`src/fcrc_pkg.sv`:
```
// Notes on behaviour
// - rom_protect_cfg 0 enables ROM code protection, 1 disables it.
// - cs_protect_init 0 enables count-source protection after reset.
// - erasing the option byte block leaves the option byte at ffh.
// - program and erase act only inside ROM1, ROM2 and data flash blocks.
// - run mode keeps CPU running; hold mode holds CPU and freezes ports.
// - after operation: run mode stays status mode, hold mode reads array.
// - hold mode refuses program/erase aimed at the running control block.
// - read-status command unavailable in hold mode.
// - ready, program-error and erase-error flags readable in control reg.
// - run mode status register mirrors ready and error flags.
// - cpu_mode_ctl_bit forced to 1 while rewrite mode active.
// - rewrite_enable_bit 1 enters rewrite mode; ew_mode_select picks mode.
// - ready_busy_flag is 0 while an operation runs or flash stopped.
package fcrc_pkg;

	// ****************************************************************
	// register map
	// ****************************************************************
	localparam logic [3:0] ADDR_CTRL0 = 4'h0;
	localparam logic [3:0] ADDR_MODE6 = 4'h1;
	localparam logic [3:0] ADDR_CMD = 4'h2;
	localparam logic [3:0] ADDR_CMDADR = 4'h3;
	localparam logic [3:0] ADDR_STAT = 4'h4;
	localparam logic [3:0] ADDR_OPT = 4'h5;
	localparam logic [3:0] ADDR_IRQST = 4'h6;
	localparam logic [3:0] ADDR_IRQMSK = 4'h7;
	localparam logic [3:0] ADDR_EXEBLK = 4'h8;

	// control register 0 fields
	localparam int C0_READY = 0;
	localparam int C0_REWR = 1;
	localparam int C0_STOP = 3;
	localparam int C0_PERR = 6;
	localparam int C0_EERR = 7;
	// mode register field
	localparam int M6_HOLD = 0;
	// status register fields
	localparam int SR_PERR = 4;
	localparam int SR_EERR = 5;
	localparam int SR_READY = 7;
	// option byte fields
	localparam int OB_ROMCP = 3;
	localparam int OB_CSPRO = 7;
	localparam logic [7:0] OPT_ERASED = 8'hff;
	// interrupt status fields
	localparam int IRQ_DONE = 0;
	localparam int IRQ_ERR = 1;
	localparam int IRQ_REFUSE = 2;

	// ****************************************************************
	// commands
	// ****************************************************************
	localparam logic [7:0] CMD_READ_ARRAY = 8'hff;
	localparam logic [7:0] CMD_READ_STATUS = 8'h70;
	localparam logic [7:0] CMD_CLEAR_STATUS = 8'h50;
	localparam logic [7:0] CMD_PROGRAM = 8'h40;
	localparam logic [7:0] CMD_ERASE = 8'h20;

	// ****************************************************************
	// block area limits (block index units)
	// ****************************************************************
	localparam logic [7:0] BLK_ROM1_LO = 8'h00;
	localparam logic [7:0] BLK_ROM1_HI = 8'h0f;
	localparam logic [7:0] BLK_ROM2_LO = 8'h20;
	localparam logic [7:0] BLK_ROM2_HI = 8'h23;
	localparam logic [7:0] BLK_DATA_LO = 8'h40;
	localparam logic [7:0] BLK_DATA_HI = 8'h41;
	localparam logic [7:0] BLK_OPT = 8'h0f;

	// ****************************************************************
	// timing
	// ****************************************************************
	localparam int CLK_MHZ = 25;
	localparam int PROG_TIME_US = 50;
	localparam int ERASE_TIME_US = 150;
	localparam int PROG_CYC = PROG_TIME_US * CLK_MHZ;
	localparam int ERASE_CYC = ERASE_TIME_US * CLK_MHZ;

	typedef enum logic [1:0] {
		FCRC_IDLE = 2'b00,
		FCRC_BUSY = 2'b01,
		FCRC_DONE = 2'b11
	} fcrc_state_t;

	typedef enum logic [1:0] {
		FCRC_RD_ARRAY = 2'b00,
		FCRC_RD_STATUS = 2'b01
	} fcrc_rdmode_t;

	// command from software
	typedef struct packed {
		logic isProgram;
		logic isErase;
		logic [7:0] block;
		logic [7:0] data;
	} fcrc_op_t;

	// option byte settings held since reset
	typedef struct packed {
		logic romProtect;
		logic csProtect;
	} fcrc_opt_t;

endpackage

```
`src/fcrc_flash_rewrite_ctrl.sv`:
```
// The implementer's own choices: the plain strobed port and the register offsets.
`timescale 1ns/1ps
module fcrc_flash_rewrite_ctrl
	import fcrc_pkg::*;
#(
	parameter int PROG_CYCLES = PROG_CYC,
	parameter int ERASE_CYCLES = ERASE_CYC
) (
	// clock and reset
	input wire logic ref_clk,
	input wire logic reset,
	// register port
	input wire logic [3:0] regAddr,
	input wire logic [7:0] regWdata,
	input wire logic regWr,
	input wire logic regRd,
	output logic [7:0] regRdata,
	// option byte as stored in flash
	input wire logic [7:0] flashOptByte,
	// flash array status from the macro
	input wire logic flashFail,
	// cpu and system side
	output logic cpuHold,
	output logic portFreeze,
	output logic cpuModeCtlBit,
	output logic romProtectOn,
	output logic csProtectOn,
	output logic readStatusMode,
	output logic optErased,
	output logic irq
);

	// ****************************************************************
	// parameter checks
	// ****************************************************************
	initial begin
		if (PROG_CYCLES < 1 || PROG_CYCLES > 65535) begin
			$error("PROG_CYCLES out of range");
		end
		if (ERASE_CYCLES < 1 || ERASE_CYCLES > 65535) begin
			$error("ERASE_CYCLES out of range");
		end
	end

	localparam logic [15:0] PROG_LOAD = 16'(PROG_CYCLES - 1);
	localparam logic [15:0] ERASE_LOAD = 16'(ERASE_CYCLES - 1);

	// ****************************************************************
	// helpers
	// ****************************************************************
	function automatic logic inArea(input logic [7:0] b);
		inArea = (b >= BLK_ROM1_LO && b <= BLK_ROM1_HI) ||
			(b >= BLK_ROM2_LO && b <= BLK_ROM2_HI) ||
			(b >= BLK_DATA_LO && b <= BLK_DATA_HI);
	endfunction

	// ****************************************************************
	// state
	// ****************************************************************
	fcrc_state_t state_q, state_d;
	fcrc_rdmode_t rdMode_q, rdMode_d;
	fcrc_opt_t opt_q;
	fcrc_op_t op_q;
	logic optLoaded_q;
	logic rewrite_q;
	logic stop_q;
	logic holdMode_q;
	logic perr_q, eerr_q;
	logic [7:0] cmdBlock_q;
	logic [7:0] execBlock_q;
	logic [2:0] irqSt_q, irqMask_q;
	logic [7:0] rdata_q;
	logic optErased_q;
	logic flashFailS1_q, flashFailS2_q;

	// ****************************************************************
	// decode
	// ****************************************************************
	wire wrCtrl = regWr && (regAddr == ADDR_CTRL0);
	wire wrMode = regWr && (regAddr == ADDR_MODE6);
	wire wrCmd = regWr && (regAddr == ADDR_CMD);
	wire wrAdr = regWr && (regAddr == ADDR_CMDADR);
	wire wrIrqSt = regWr && (regAddr == ADDR_IRQST);
	wire wrIrqMsk = regWr && (regAddr == ADDR_IRQMSK);
	wire wrExec = regWr && (regAddr == ADDR_EXEBLK);
	wire tmrRunning;
	wire busy = (state_q == FCRC_BUSY);
	wire ready = !(busy || tmrRunning) && !stop_q;
	wire cmdOk = rewrite_q && !stop_q && !busy;
	wire isProg = wrCmd && (regWdata == CMD_PROGRAM);
	wire isErase = wrCmd && (regWdata == CMD_ERASE);
	wire errBlock = perr_q || eerr_q;
	wire protBlock = holdMode_q && (cmdBlock_q == execBlock_q);
	wire opReq = cmdOk && (isProg || isErase) && !errBlock;
	wire opGo = opReq && inArea(cmdBlock_q) && !protBlock;
	wire opRefused = opReq && !opGo;
	wire rdStatusCmd = cmdOk && wrCmd && (regWdata == CMD_READ_STATUS);
	wire rdArrayCmd = cmdOk && wrCmd && (regWdata == CMD_READ_ARRAY);
	wire clrStatCmd = cmdOk && wrCmd && (regWdata == CMD_CLEAR_STATUS);
	wire tmrExpired;
	wire opDone = busy && tmrExpired;
	wire opFail = opDone && flashFailS2_q;
	wire [15:0] tmrLoad = isErase ? ERASE_LOAD : PROG_LOAD;
	wire [7:0] ctrlRead = {eerr_q, perr_q, 2'b00, stop_q, 1'b0,
		rewrite_q, ready};
	wire [7:0] statRead = {ready, 1'b0, eerr_q, perr_q, 4'h0};
	wire [2:0] irqEvt = {opRefused, opFail, opDone};

	// ****************************************************************
	// operation timer
	// ****************************************************************
	fcrc_timer #(
		.WIDTH(16)
	) u_timer (
		.ref_clk(ref_clk),
		.reset(reset),
		.start(opGo),
		.count(tmrLoad),
		.abort(stop_q),
		.running(tmrRunning),
		.expired(tmrExpired)
	);

	// ****************************************************************
	// option byte capture
	// ****************************************************************
	// sample once after reset release, hold until next reset
	always_ff @(posedge ref_clk) begin
		if (reset) begin
			optLoaded_q <= 1'b0;
			opt_q <= '0;
		end else if (!optLoaded_q) begin
			optLoaded_q <= 1'b1;
			opt_q.romProtect <= !flashOptByte[OB_ROMCP];
			opt_q.csProtect <= !flashOptByte[OB_CSPRO];
		end
	end

	// ****************************************************************
	// synchroniser for flash macro fail
	// ****************************************************************
	always_ff @(posedge ref_clk) begin
		if (reset) begin
			flashFailS1_q <= 1'b0;
			flashFailS2_q <= 1'b0;
		end else begin
			flashFailS1_q <= flashFail;
			flashFailS2_q <= flashFailS1_q;
		end
	end

	// ****************************************************************
	// control registers
	// ****************************************************************
	always_ff @(posedge ref_clk) begin
		if (reset) begin
			rewrite_q <= 1'b0;
			stop_q <= 1'b0;
			holdMode_q <= 1'b0;
			cmdBlock_q <= '0;
			execBlock_q <= '0;
			irqMask_q <= '0;
		end else begin
			if (wrCtrl) begin
				rewrite_q <= regWdata[C0_REWR];
				stop_q <= regWdata[C0_STOP] && regWdata[C0_REWR];
			end
			if (wrMode && !busy) begin
				holdMode_q <= regWdata[M6_HOLD];
			end
			if (wrAdr) begin
				cmdBlock_q <= regWdata;
			end
			if (wrExec) begin
				execBlock_q <= regWdata;
			end
			if (wrIrqMsk) begin
				irqMask_q <= regWdata[2:0];
			end
		end
	end

	// ****************************************************************
	// error flags, set wins over clear
	// ****************************************************************
	always_ff @(posedge ref_clk) begin
		if (reset) begin
			perr_q <= 1'b0;
			eerr_q <= 1'b0;
		end else begin
			perr_q <= (perr_q && !clrStatCmd) || (opFail && op_q.isProgram);
			eerr_q <= (eerr_q && !clrStatCmd) || (opFail && op_q.isErase);
		end
	end

	// ****************************************************************
	// operation sequencer
	// ****************************************************************
	always_comb begin
		state_d = state_q;
		unique case (state_q)
			FCRC_IDLE: begin
				if (opGo) begin
					state_d = FCRC_BUSY;
				end
			end
			FCRC_BUSY: begin
				if (stop_q) begin
					state_d = FCRC_IDLE;
				end else if (tmrExpired) begin
					state_d = FCRC_DONE;
				end
			end
			FCRC_DONE: begin
				state_d = FCRC_IDLE;
			end
			default: begin
				state_d = FCRC_IDLE;
			end
		endcase
	end

	// read mode after commands and completion
	always_comb begin
		rdMode_d = rdMode_q;
		if (!rewrite_q) begin
			rdMode_d = FCRC_RD_ARRAY;
		end else if (opGo || opDone) begin
			rdMode_d = holdMode_q ? FCRC_RD_ARRAY : FCRC_RD_STATUS;
		end else if (rdStatusCmd && !holdMode_q) begin
			rdMode_d = FCRC_RD_STATUS;
		end else if (rdArrayCmd) begin
			rdMode_d = FCRC_RD_ARRAY;
		end
	end

	always_ff @(posedge ref_clk) begin
		if (reset) begin
			state_q <= FCRC_IDLE;
			rdMode_q <= FCRC_RD_ARRAY;
			op_q <= '0;
		end else begin
			state_q <= state_d;
			rdMode_q <= rdMode_d;
			if (opGo) begin
				op_q <= '{isProgram: isProg, isErase: isErase,
					block: cmdBlock_q, data: regWdata};
			end
		end
	end

	// erased option byte block reads as ffh until reset or a later failed erase of it
	always_ff @(posedge ref_clk) begin
		if (reset) begin
			optErased_q <= 1'b0;
		end else if (opDone && op_q.isErase && op_q.block == BLK_OPT) begin
			optErased_q <= !flashFailS2_q;
		end
	end

	// ****************************************************************
	// interrupts, write one to clear, set wins
	// ****************************************************************
	always_ff @(posedge ref_clk) begin
		if (reset) begin
			irqSt_q <= '0;
		end else begin
			irqSt_q <= (irqSt_q & ~(wrIrqSt ? regWdata[2:0] : 3'h0)) | irqEvt;
		end
	end

	// ****************************************************************
	// read port
	// ****************************************************************
	always_ff @(posedge ref_clk) begin
		if (reset) begin
			rdata_q <= '0;
		end else if (regRd) begin
			unique case (regAddr)
				ADDR_CTRL0: rdata_q <= ctrlRead;
				ADDR_MODE6: rdata_q <= {7'h00, holdMode_q};
				ADDR_CMDADR: rdata_q <= cmdBlock_q;
				ADDR_STAT: rdata_q <= holdMode_q ? 8'h00 : statRead;
				ADDR_OPT: rdata_q <= optErased_q ? OPT_ERASED : flashOptByte;
				ADDR_IRQST: rdata_q <= {5'h00, irqSt_q};
				ADDR_IRQMSK: rdata_q <= {5'h00, irqMask_q};
				ADDR_EXEBLK: rdata_q <= execBlock_q;
				default: rdata_q <= 8'h00;
			endcase
		end else begin
			rdata_q <= '0;
		end
	end

	// ****************************************************************
	// outputs
	// ****************************************************************
	assign regRdata = rdata_q;
	assign cpuHold = holdMode_q && busy;
	assign portFreeze = holdMode_q && busy;
	assign cpuModeCtlBit = rewrite_q;
	assign romProtectOn = opt_q.romProtect;
	assign csProtectOn = opt_q.csProtect;
	assign readStatusMode = (rdMode_q == FCRC_RD_STATUS);
	assign optErased = optErased_q;
	assign irq = |(irqSt_q & irqMask_q);

endmodule

```
`src/fcrc_timer.sv`:
```
`timescale 1ns/1ps
module fcrc_timer
	import fcrc_pkg::*;
#(
	parameter int WIDTH = 16
) (
	// clock and reset
	input wire logic ref_clk,
	input wire logic reset,
	// control
	input wire logic start,
	input wire logic [WIDTH-1:0] count,
	input wire logic abort,
	// status
	output logic running,
	output logic expired
);

	initial begin
		if (WIDTH < 2) begin
			$error("fcrc_timer width too small");
		end
	end

	logic [WIDTH-1:0] cnt_q;
	logic run_q;
	logic lastTick;

	assign lastTick = run_q && (cnt_q == '0);
	assign running = run_q;
	assign expired = lastTick && !abort;

	// down counter for operation time
	always_ff @(posedge ref_clk) begin
		if (reset || abort) begin
			cnt_q <= '0;
			run_q <= 1'b0;
		end else if (start) begin
			cnt_q <= count;
			run_q <= 1'b1;
		end else if (lastTick) begin
			run_q <= 1'b0;
		end else if (run_q) begin
			cnt_q <= cnt_q - 1'b1;
		end
	end

endmodule

```
`config.mk`:
```
export PLATFORM = sky130hd
export DESIGN_NAME = fcrc_flash_rewrite_ctrl
export DESIGN_NICKNAME = d
export VERILOG_FILES = /design/src/fcrc_pkg.sv /design/src/fcrc_flash_rewrite_ctrl.sv /design/src/fcrc_timer.sv
export SDC_FILE = /design/constraint.sdc
export NUM_CORES = 1
export LEC_CHECK = 0
export BUFFER_PORTS_ARGS = -buffer_cell sky130_fd_sc_hd__buf_2
export CORE_MARGIN = 3
export CORE_UTILIZATION = 57
export CTS_CLUSTER_DIAMETER = 40
export DETAILED_ROUTE_END_ITERATION = 6
export GPL_ROUTABILITY_DRIVEN = 0
export PLACE_DENSITY = 0.86
export SETUP_SLACK_MARGIN = 0.1
export SLEW_MARGIN = 20
export SYNTH_ARGS = -nofsm -noshare
export SYNTH_HDL_FRONTEND = slang
export SYNTH_SLANG_ARGS = --single-unit
```
`constraint.sdc`:
```
create_clock -name ref_clk -period 2.84 [get_ports ref_clk]
set_input_delay 0.142 -clock ref_clk [delete_from_list [all_inputs] [get_ports ref_clk]]
set_output_delay 0.142 -clock ref_clk [all_outputs]
set_load 0.03 [all_outputs]
```
# [Yosys cells after proc, flatten, opt, wreduce, memory -nomap -nowiden]
# Cells that the tools add are included.
[word_totals] ff_bits=72 word_cells=145
[classes] add_sub_neg=1 magnitude_cmp=6 n_eq_ne=20 muxes=19 bitwise=6 reduce_logical=70
[ops] operator="case mux 8 bit (8 select lines)" count=1
[ops] operator="2-to-1 mux 16 bit" count=3
[ops] operator="logical AND 1 bit" count=39
[ops] operator="== test 8 x 7 -> 1 bit, second input constant" count=3
[ops] operator="== test 4 x 3 -> 1 bit, second input constant" count=4
[ops] operator="logical NOT 16 bit" count=1
[ops] operator="2-to-1 mux 8 bit" count=2
[ops] operator="subtractor 16 x 1 -> 16 bit, second input constant" count=1
[ops] operator="2-to-1 mux 12 bit" count=1
[ops] operator="2-to-1 mux 2 bit" count=6
[ops] operator="logical NOT 1 bit" count=11
[ops] operator="logical OR 1 bit" count=9
[ops] operator="== test 4 x 2 -> 1 bit, second input constant" count=2
[ops] operator="== test 8 x 4 -> 1 bit, second input constant" count=1
[ops] operator="== test 8 x 6 -> 1 bit, second input constant" count=1
[ops] operator="== test 8 bit" count=1
[ops] operator="== test 8 bit, second input constant" count=1
[ops] operator="greater-or-equal comparator 8 x 1 -> 1 bit, second input constant" count=1
[ops] operator="greater-or-equal comparator 8 x 6 -> 1 bit, second input constant" count=1
[ops] operator="greater-or-equal comparator 8 x 7 -> 1 bit, second input constant" count=1
[ops] operator="<= comparator 8 x 4 -> 1 bit, second input constant" count=1
[ops] operator="<= comparator 8 x 6 -> 1 bit, second input constant" count=1
[ops] operator="<= comparator 8 x 7 -> 1 bit, second input constant" count=1
[ops] operator="bitwise AND 3 bit" count=2
[ops] operator="18 further kinds" count=27

# [Depth between registers and ports, before layout]
[logic_depth] depth_word=11 ltp_mapped=10 ltp_nobuf=8

# [Modules after synthesis]
# Synthesis repeated with hierarchy kept, for this count alone.
[unflattened] hier_cells=444 hier_area_um2=3594.7
[modules_own_cells] module="fcrc_flash_rewrite_ctrl" n_inst=1 cells_each=319 area_per_inst_um2=2557.5 seq_area_each_um2=1081.0
[modules_own_cells] module="fcrc_timer" n_inst=1 cells_each=125 area_per_inst_um2=1037.2 seq_area_each_um2=340.3

# [Worst setup path after synthesis]
# Ideal clock, no wire load.
[synth_timing] kind="register to register" from="register u_timer.cnt_q[0]" to="register u_timer.cnt_q[15]" arrival_time_ps=2112 required_ps=2719 setup_slack_ps=607 path_stages_with_launch=11 path_buffers=2 synth_period_minus_slack_ps=2233 cell_sequence="dfxtp_1 > inv_1 > ha_1 > or4b_1 > or4_4 > buf_6 > and2_4 > buf_6 > nand4_1 > xor2_1 > nor2_1"
[synth_via] elab_chain_len=4 elab_cells_between_ends=8 cone_classes="add/sub (1); eq/ne (1); mux (3); reduce/logical (3)"
[synth_lines] item="from (decl)" line_no="fcrc_timer.sv:25" text="logic [WIDTH-1:0] cnt_q;"
[synth_lines] item="from (signal assigned)" line_no="fcrc_timer.sv:39" text="cnt_q <= count;"
[synth_lines] item="from (signal assigned)" line_no="fcrc_timer.sv:44" text="cnt_q <= cnt_q - 1'b1;"
[synth_lines] item="subtractor 16 x 1 -> 16 bit / logical NOT 16 bit (equally long branches)" line_no="fcrc_timer.sv:44, fcrc_timer.sv:29"
[synth_lines] item="2-to-1 mux 16 bit / logical AND 1 bit (equally long branches)" line_no="fcrc_timer.sv:43, fcrc_timer.sv:29"
[synth_lines] item="2-to-1 mux 16 bit / inequality test 2 bit (equally long branches)"
[synth_lines] item="2-to-1 mux 16 bit / AND reduction 2 bit (equally long branches)"
# Parallel ways exist; a longest one is shown, timed or not. The select of a mux whose other input is x is not followed.
# A chain may end at the register's enable or synchronous reset.

# [Final worst setup path]
[layout_timing] from="register u_timer.cnt_q[0]" to="register optErased_q, in the netlist optErased"
[layout_via] elab_chain_len=6
[layout_lines] item="logical NOT 16 bit" line_no="fcrc_timer.sv:29" text="assign lastTick = run_q && (cnt_q == '0);"
[layout_lines] item="logical AND 1 bit" line_no="fcrc_timer.sv:29"
[layout_lines] item="logical AND 1 bit" line_no="fcrc_timer.sv:31" text="assign expired = lastTick && !abort;"
[layout_lines] item="logical AND 1 bit" line_no="fcrc_flash_rewrite_ctrl.sv:101" text="wire opDone = busy && tmrExpired;"
[layout_lines] item="logical AND 1 bit (2 in series)" line_no="fcrc_flash_rewrite_ctrl.sv:256" text="end else if (opDone && op_q.isErase && op_q.block == BLK_OPT) begin"
[layout_lines] item="to (signal assigned)" line_no="fcrc_flash_rewrite_ctrl.sv:257" text="optErased_q <= !flashFailS2_q;"
[layout_lines] item="to (decl)" line_no="fcrc_flash_rewrite_ctrl.sv:73" text="logic optErased_q;"
# No other way between the ends.

==> results.md <==
* Status: complete, but fails checks
* Failing checks: DRC
* Sequential share of the synthesized area at 0.435
* Pre-antenna DRT Iters at 7
* Most frequent cells in the layout: 71 x dfxtp_1, 44 x nor2_1, 40 x nand2_1, 40 x buf_2, 39 x a21oi_1
* Final setup fails at 0
* Area growth from synthesis to layout at 13.9%
* DP HPWL at 5820 microns
* Placed Area at 0.00353 sq mm
* Max VDD drop at 365 uV
* WL/cell at 16.7 microns
* H-tree depth at 3
* Die Wd at 81.7 microns
* Synth Net Count at 415
* Crit path kind: reg2reg
* Sum Neg Setup Slack at 0 ps
* Fin area at 0.00372 sq mm
* Number of synthesized flops with an enable pin at 0
* Global-route wire length before repair at 13,700 microns
* DR iter-0 viols at 389
* TritonCTS clock tree: built
* Ant. Diodes at 0
* GRT met3 Usage at 0.0636
* Synthesis-stage register bit count at 71
* Die height at 81.7 microns
* # clock sinks at 71
* Synth unique cells at 49
* Cells after DPL at 486
* Final hold vios at 0
* Post-CTS sizing at 0
* Critical path data required time at 3060 ps
* Cell Rows at 26
* GRT met2 Usage at 0.406
* Critical Path AT at 2520 ps
* Post-route minimum period at 2290 ps
* Synth Flop Type: dfxtp_1
* Warnings from Yosys at 0
* LEAKAGE at 1.42 nW
* Initial antenna violation count at 0
* Final worst-path cycle share at 0.807
* Clock buffer depth at 2
* Skew-Pair Late Insertion Delay at 350 ps
* Routed Antenna Nets at 0
* Share of cells above drive strength 1 at 0.182
* Share of flip-flops with an asynchronous set or reset at 0
* Critical path fanouts, max at 10
* IO Count at 41
* TritonCTS Buffers at 9
* Avg Cell Area, Syn at 8.42 sq um
* Finished Layout Cells at 503
* Max Clk Rate at 0.436 GHz
* RSZ-0062 raised after global routing: false
* Die ar. at 0.00668 sq mm
* Core area at 0.00534 sq mm
* Gr ovfl total at 0
* # DRC at 5
* Largest net degree at the start of global routing at 25
* Final Max Slew Viols at 0
* Max Cap Violations at 0
* Port bufs at 40
* Worst Hold Class: in2reg
* Power per cell area at 501 mW/mm^2
* Setup Skew at 8.46 ps
* Most common cell after layout, fill and taps aside: dfxtp_1
* Worst hold slack at 68.4 ps
* Layout Nets at 455
* Syn Inst Count at 388
* Root Driver: clkbuf_8
* Relative slew slack at 0.632
* Top Usage Layer GRT: met2
* Detailed Route WL at 8410 microns
* Initial Utilization at 0.612
* Vias in the first global route at 2,818
* CP Launch Type: register
* Post-Synthesis Cell Area at 0.00327 sq mm
* Clock slew at reported path FFs at 80 ps
* Via count at 3,126
* Grt met1 use at 0.375
* Worst Tran Pin Value at 552 ps
* Vias per cell at 6.21
* Internal reg-to-reg setup slack at 550 ps
* Total Routing Usage GR at 0.270
* Util after Layout at 0.697
* CP endpoint kind: register
==> layout make-up <==
class,instances,area (sq um)
fillers,423,1620
clock inverters,7,56.3
clock buffers,9,124
multi-input cells,291,1730
repair buffers,50,278
inverters,5,18.8
flip-flops and latches,71,1420
well taps,70,87.6
==> per-layer routing <==
layer	vias to the layer above	routed length, microns
li1	1477	-
met1	1452	3660
met2	174	3750
met3	23	805
met4	0	194
met5	-	0
==> through the flow <==
step                      power (mW)  setup slack [ps]
after global routing            1.93               431
after detailed placement        1.14               563
after CTS                       1.87               548
after floorplan                 1.09               607
final                           1.86               548
after global placement          1.14               611
==> cells in the mapped netlist, types with 2 or more instances <==
library cell | count | area share
a211oi_1 | 2 | 0.0046
a21oi_1 | 39 | 0.060
a222oi_1 | 7 | 0.021
a22oi_1 | 4 | 0.0092
a31oi_1 | 3 | 0.0057
and2_1 | 2 | 0.0038
and3_1 | 4 | 0.0077
buf_6 | 2 | 0.0069
clkbuf_1 | 16 | 0.018
dfxtp_1 | 71 | 0.44
ha_1 | 2 | 0.0077
inv_1 | 5 | 0.0057
mux2_2 | 2 | 0.0069
mux2i_1 | 12 | 0.037
nand2_1 | 40 | 0.046
nand2b_1 | 4 | 0.0077
nand3_1 | 29 | 0.044
nand3b_1 | 2 | 0.0046
nand4_1 | 8 | 0.015
nor2_1 | 44 | 0.051
nor2b_1 | 7 | 0.013
nor3_1 | 13 | 0.020
nor3b_1 | 3 | 0.0069
nor4_1 | 6 | 0.011
nor4b_1 | 2 | 0.0054
o211ai_1 | 2 | 0.0046
o21ai_0 | 8 | 0.012
o41ai_1 | 2 | 0.0054
or2_2 | 4 | 0.0077
or3_1 | 3 | 0.0057
or4_1 | 2 | 0.0046
or4_4 | 2 | 0.0069
xnor2_1 | 14 | 0.038
xor2_1 | 7 | 0.019
==> registers in the layout, indices dropped and copies added, names as in the netlist, 2 cells and up <==
signal / count
irqMask_q: 3
irqSt_q: 3
state_q: 2
regRdata: 8
op_q: 10
execBlock_q: 8
cmdBlock_q: 8
u_timer.cnt_q: 16
==> power breakdown <==
group          switching [mW]  internal (mW)
Clock                   0.417          0.323
Combinational          0.0753         0.0370
Sequential            0.00765           1.00
==> what timing repair did <==
item	4_1_cts	5_1_grt
hold endpoints to repair	1	0
hold buffers	1	0
buffers inserted	0	0
==> path summary, 6_finish.rpt <==
kind                          from  depth (start not counted)     endpoint
setup / recovery  u_timer.cnt_q[0]                          7    optErased
hold / removal     flashOptByte[6]                          3  regRdata[6]
setup reg to reg  u_timer.cnt_q[0]                          7    optErased
hold reg to reg         state_q[1]                          1   state_q[0]
==> worst max-delay path, stage by stage (launching register included) <==
cell	delay [ps]
dfxtp_1	350
inv_1	90
ha_1	150
or4b_1	430
or4_4	570
nor4_4	310
mux2i_1	210
nor2_1	50
==> cells by family after synthesis <==
| group | Yosys count | share of synthesized area |
|---|---|---|
| xor gates and xnor gates | 21 | 0.0563 |
| muxes | 14 | 0.0437 |
| adders and majority gates | 2 | 0.00766 |
| and+or+nand+nor | 181 | 0.283 |
| DFF | 71 | 0.435 |
| AOI/OAI and AO/OA | 73 | 0.139 |
| buffers and inverters | 26 | 0.0360 |
No activity file was read; power rests on OpenSTA's default activity.
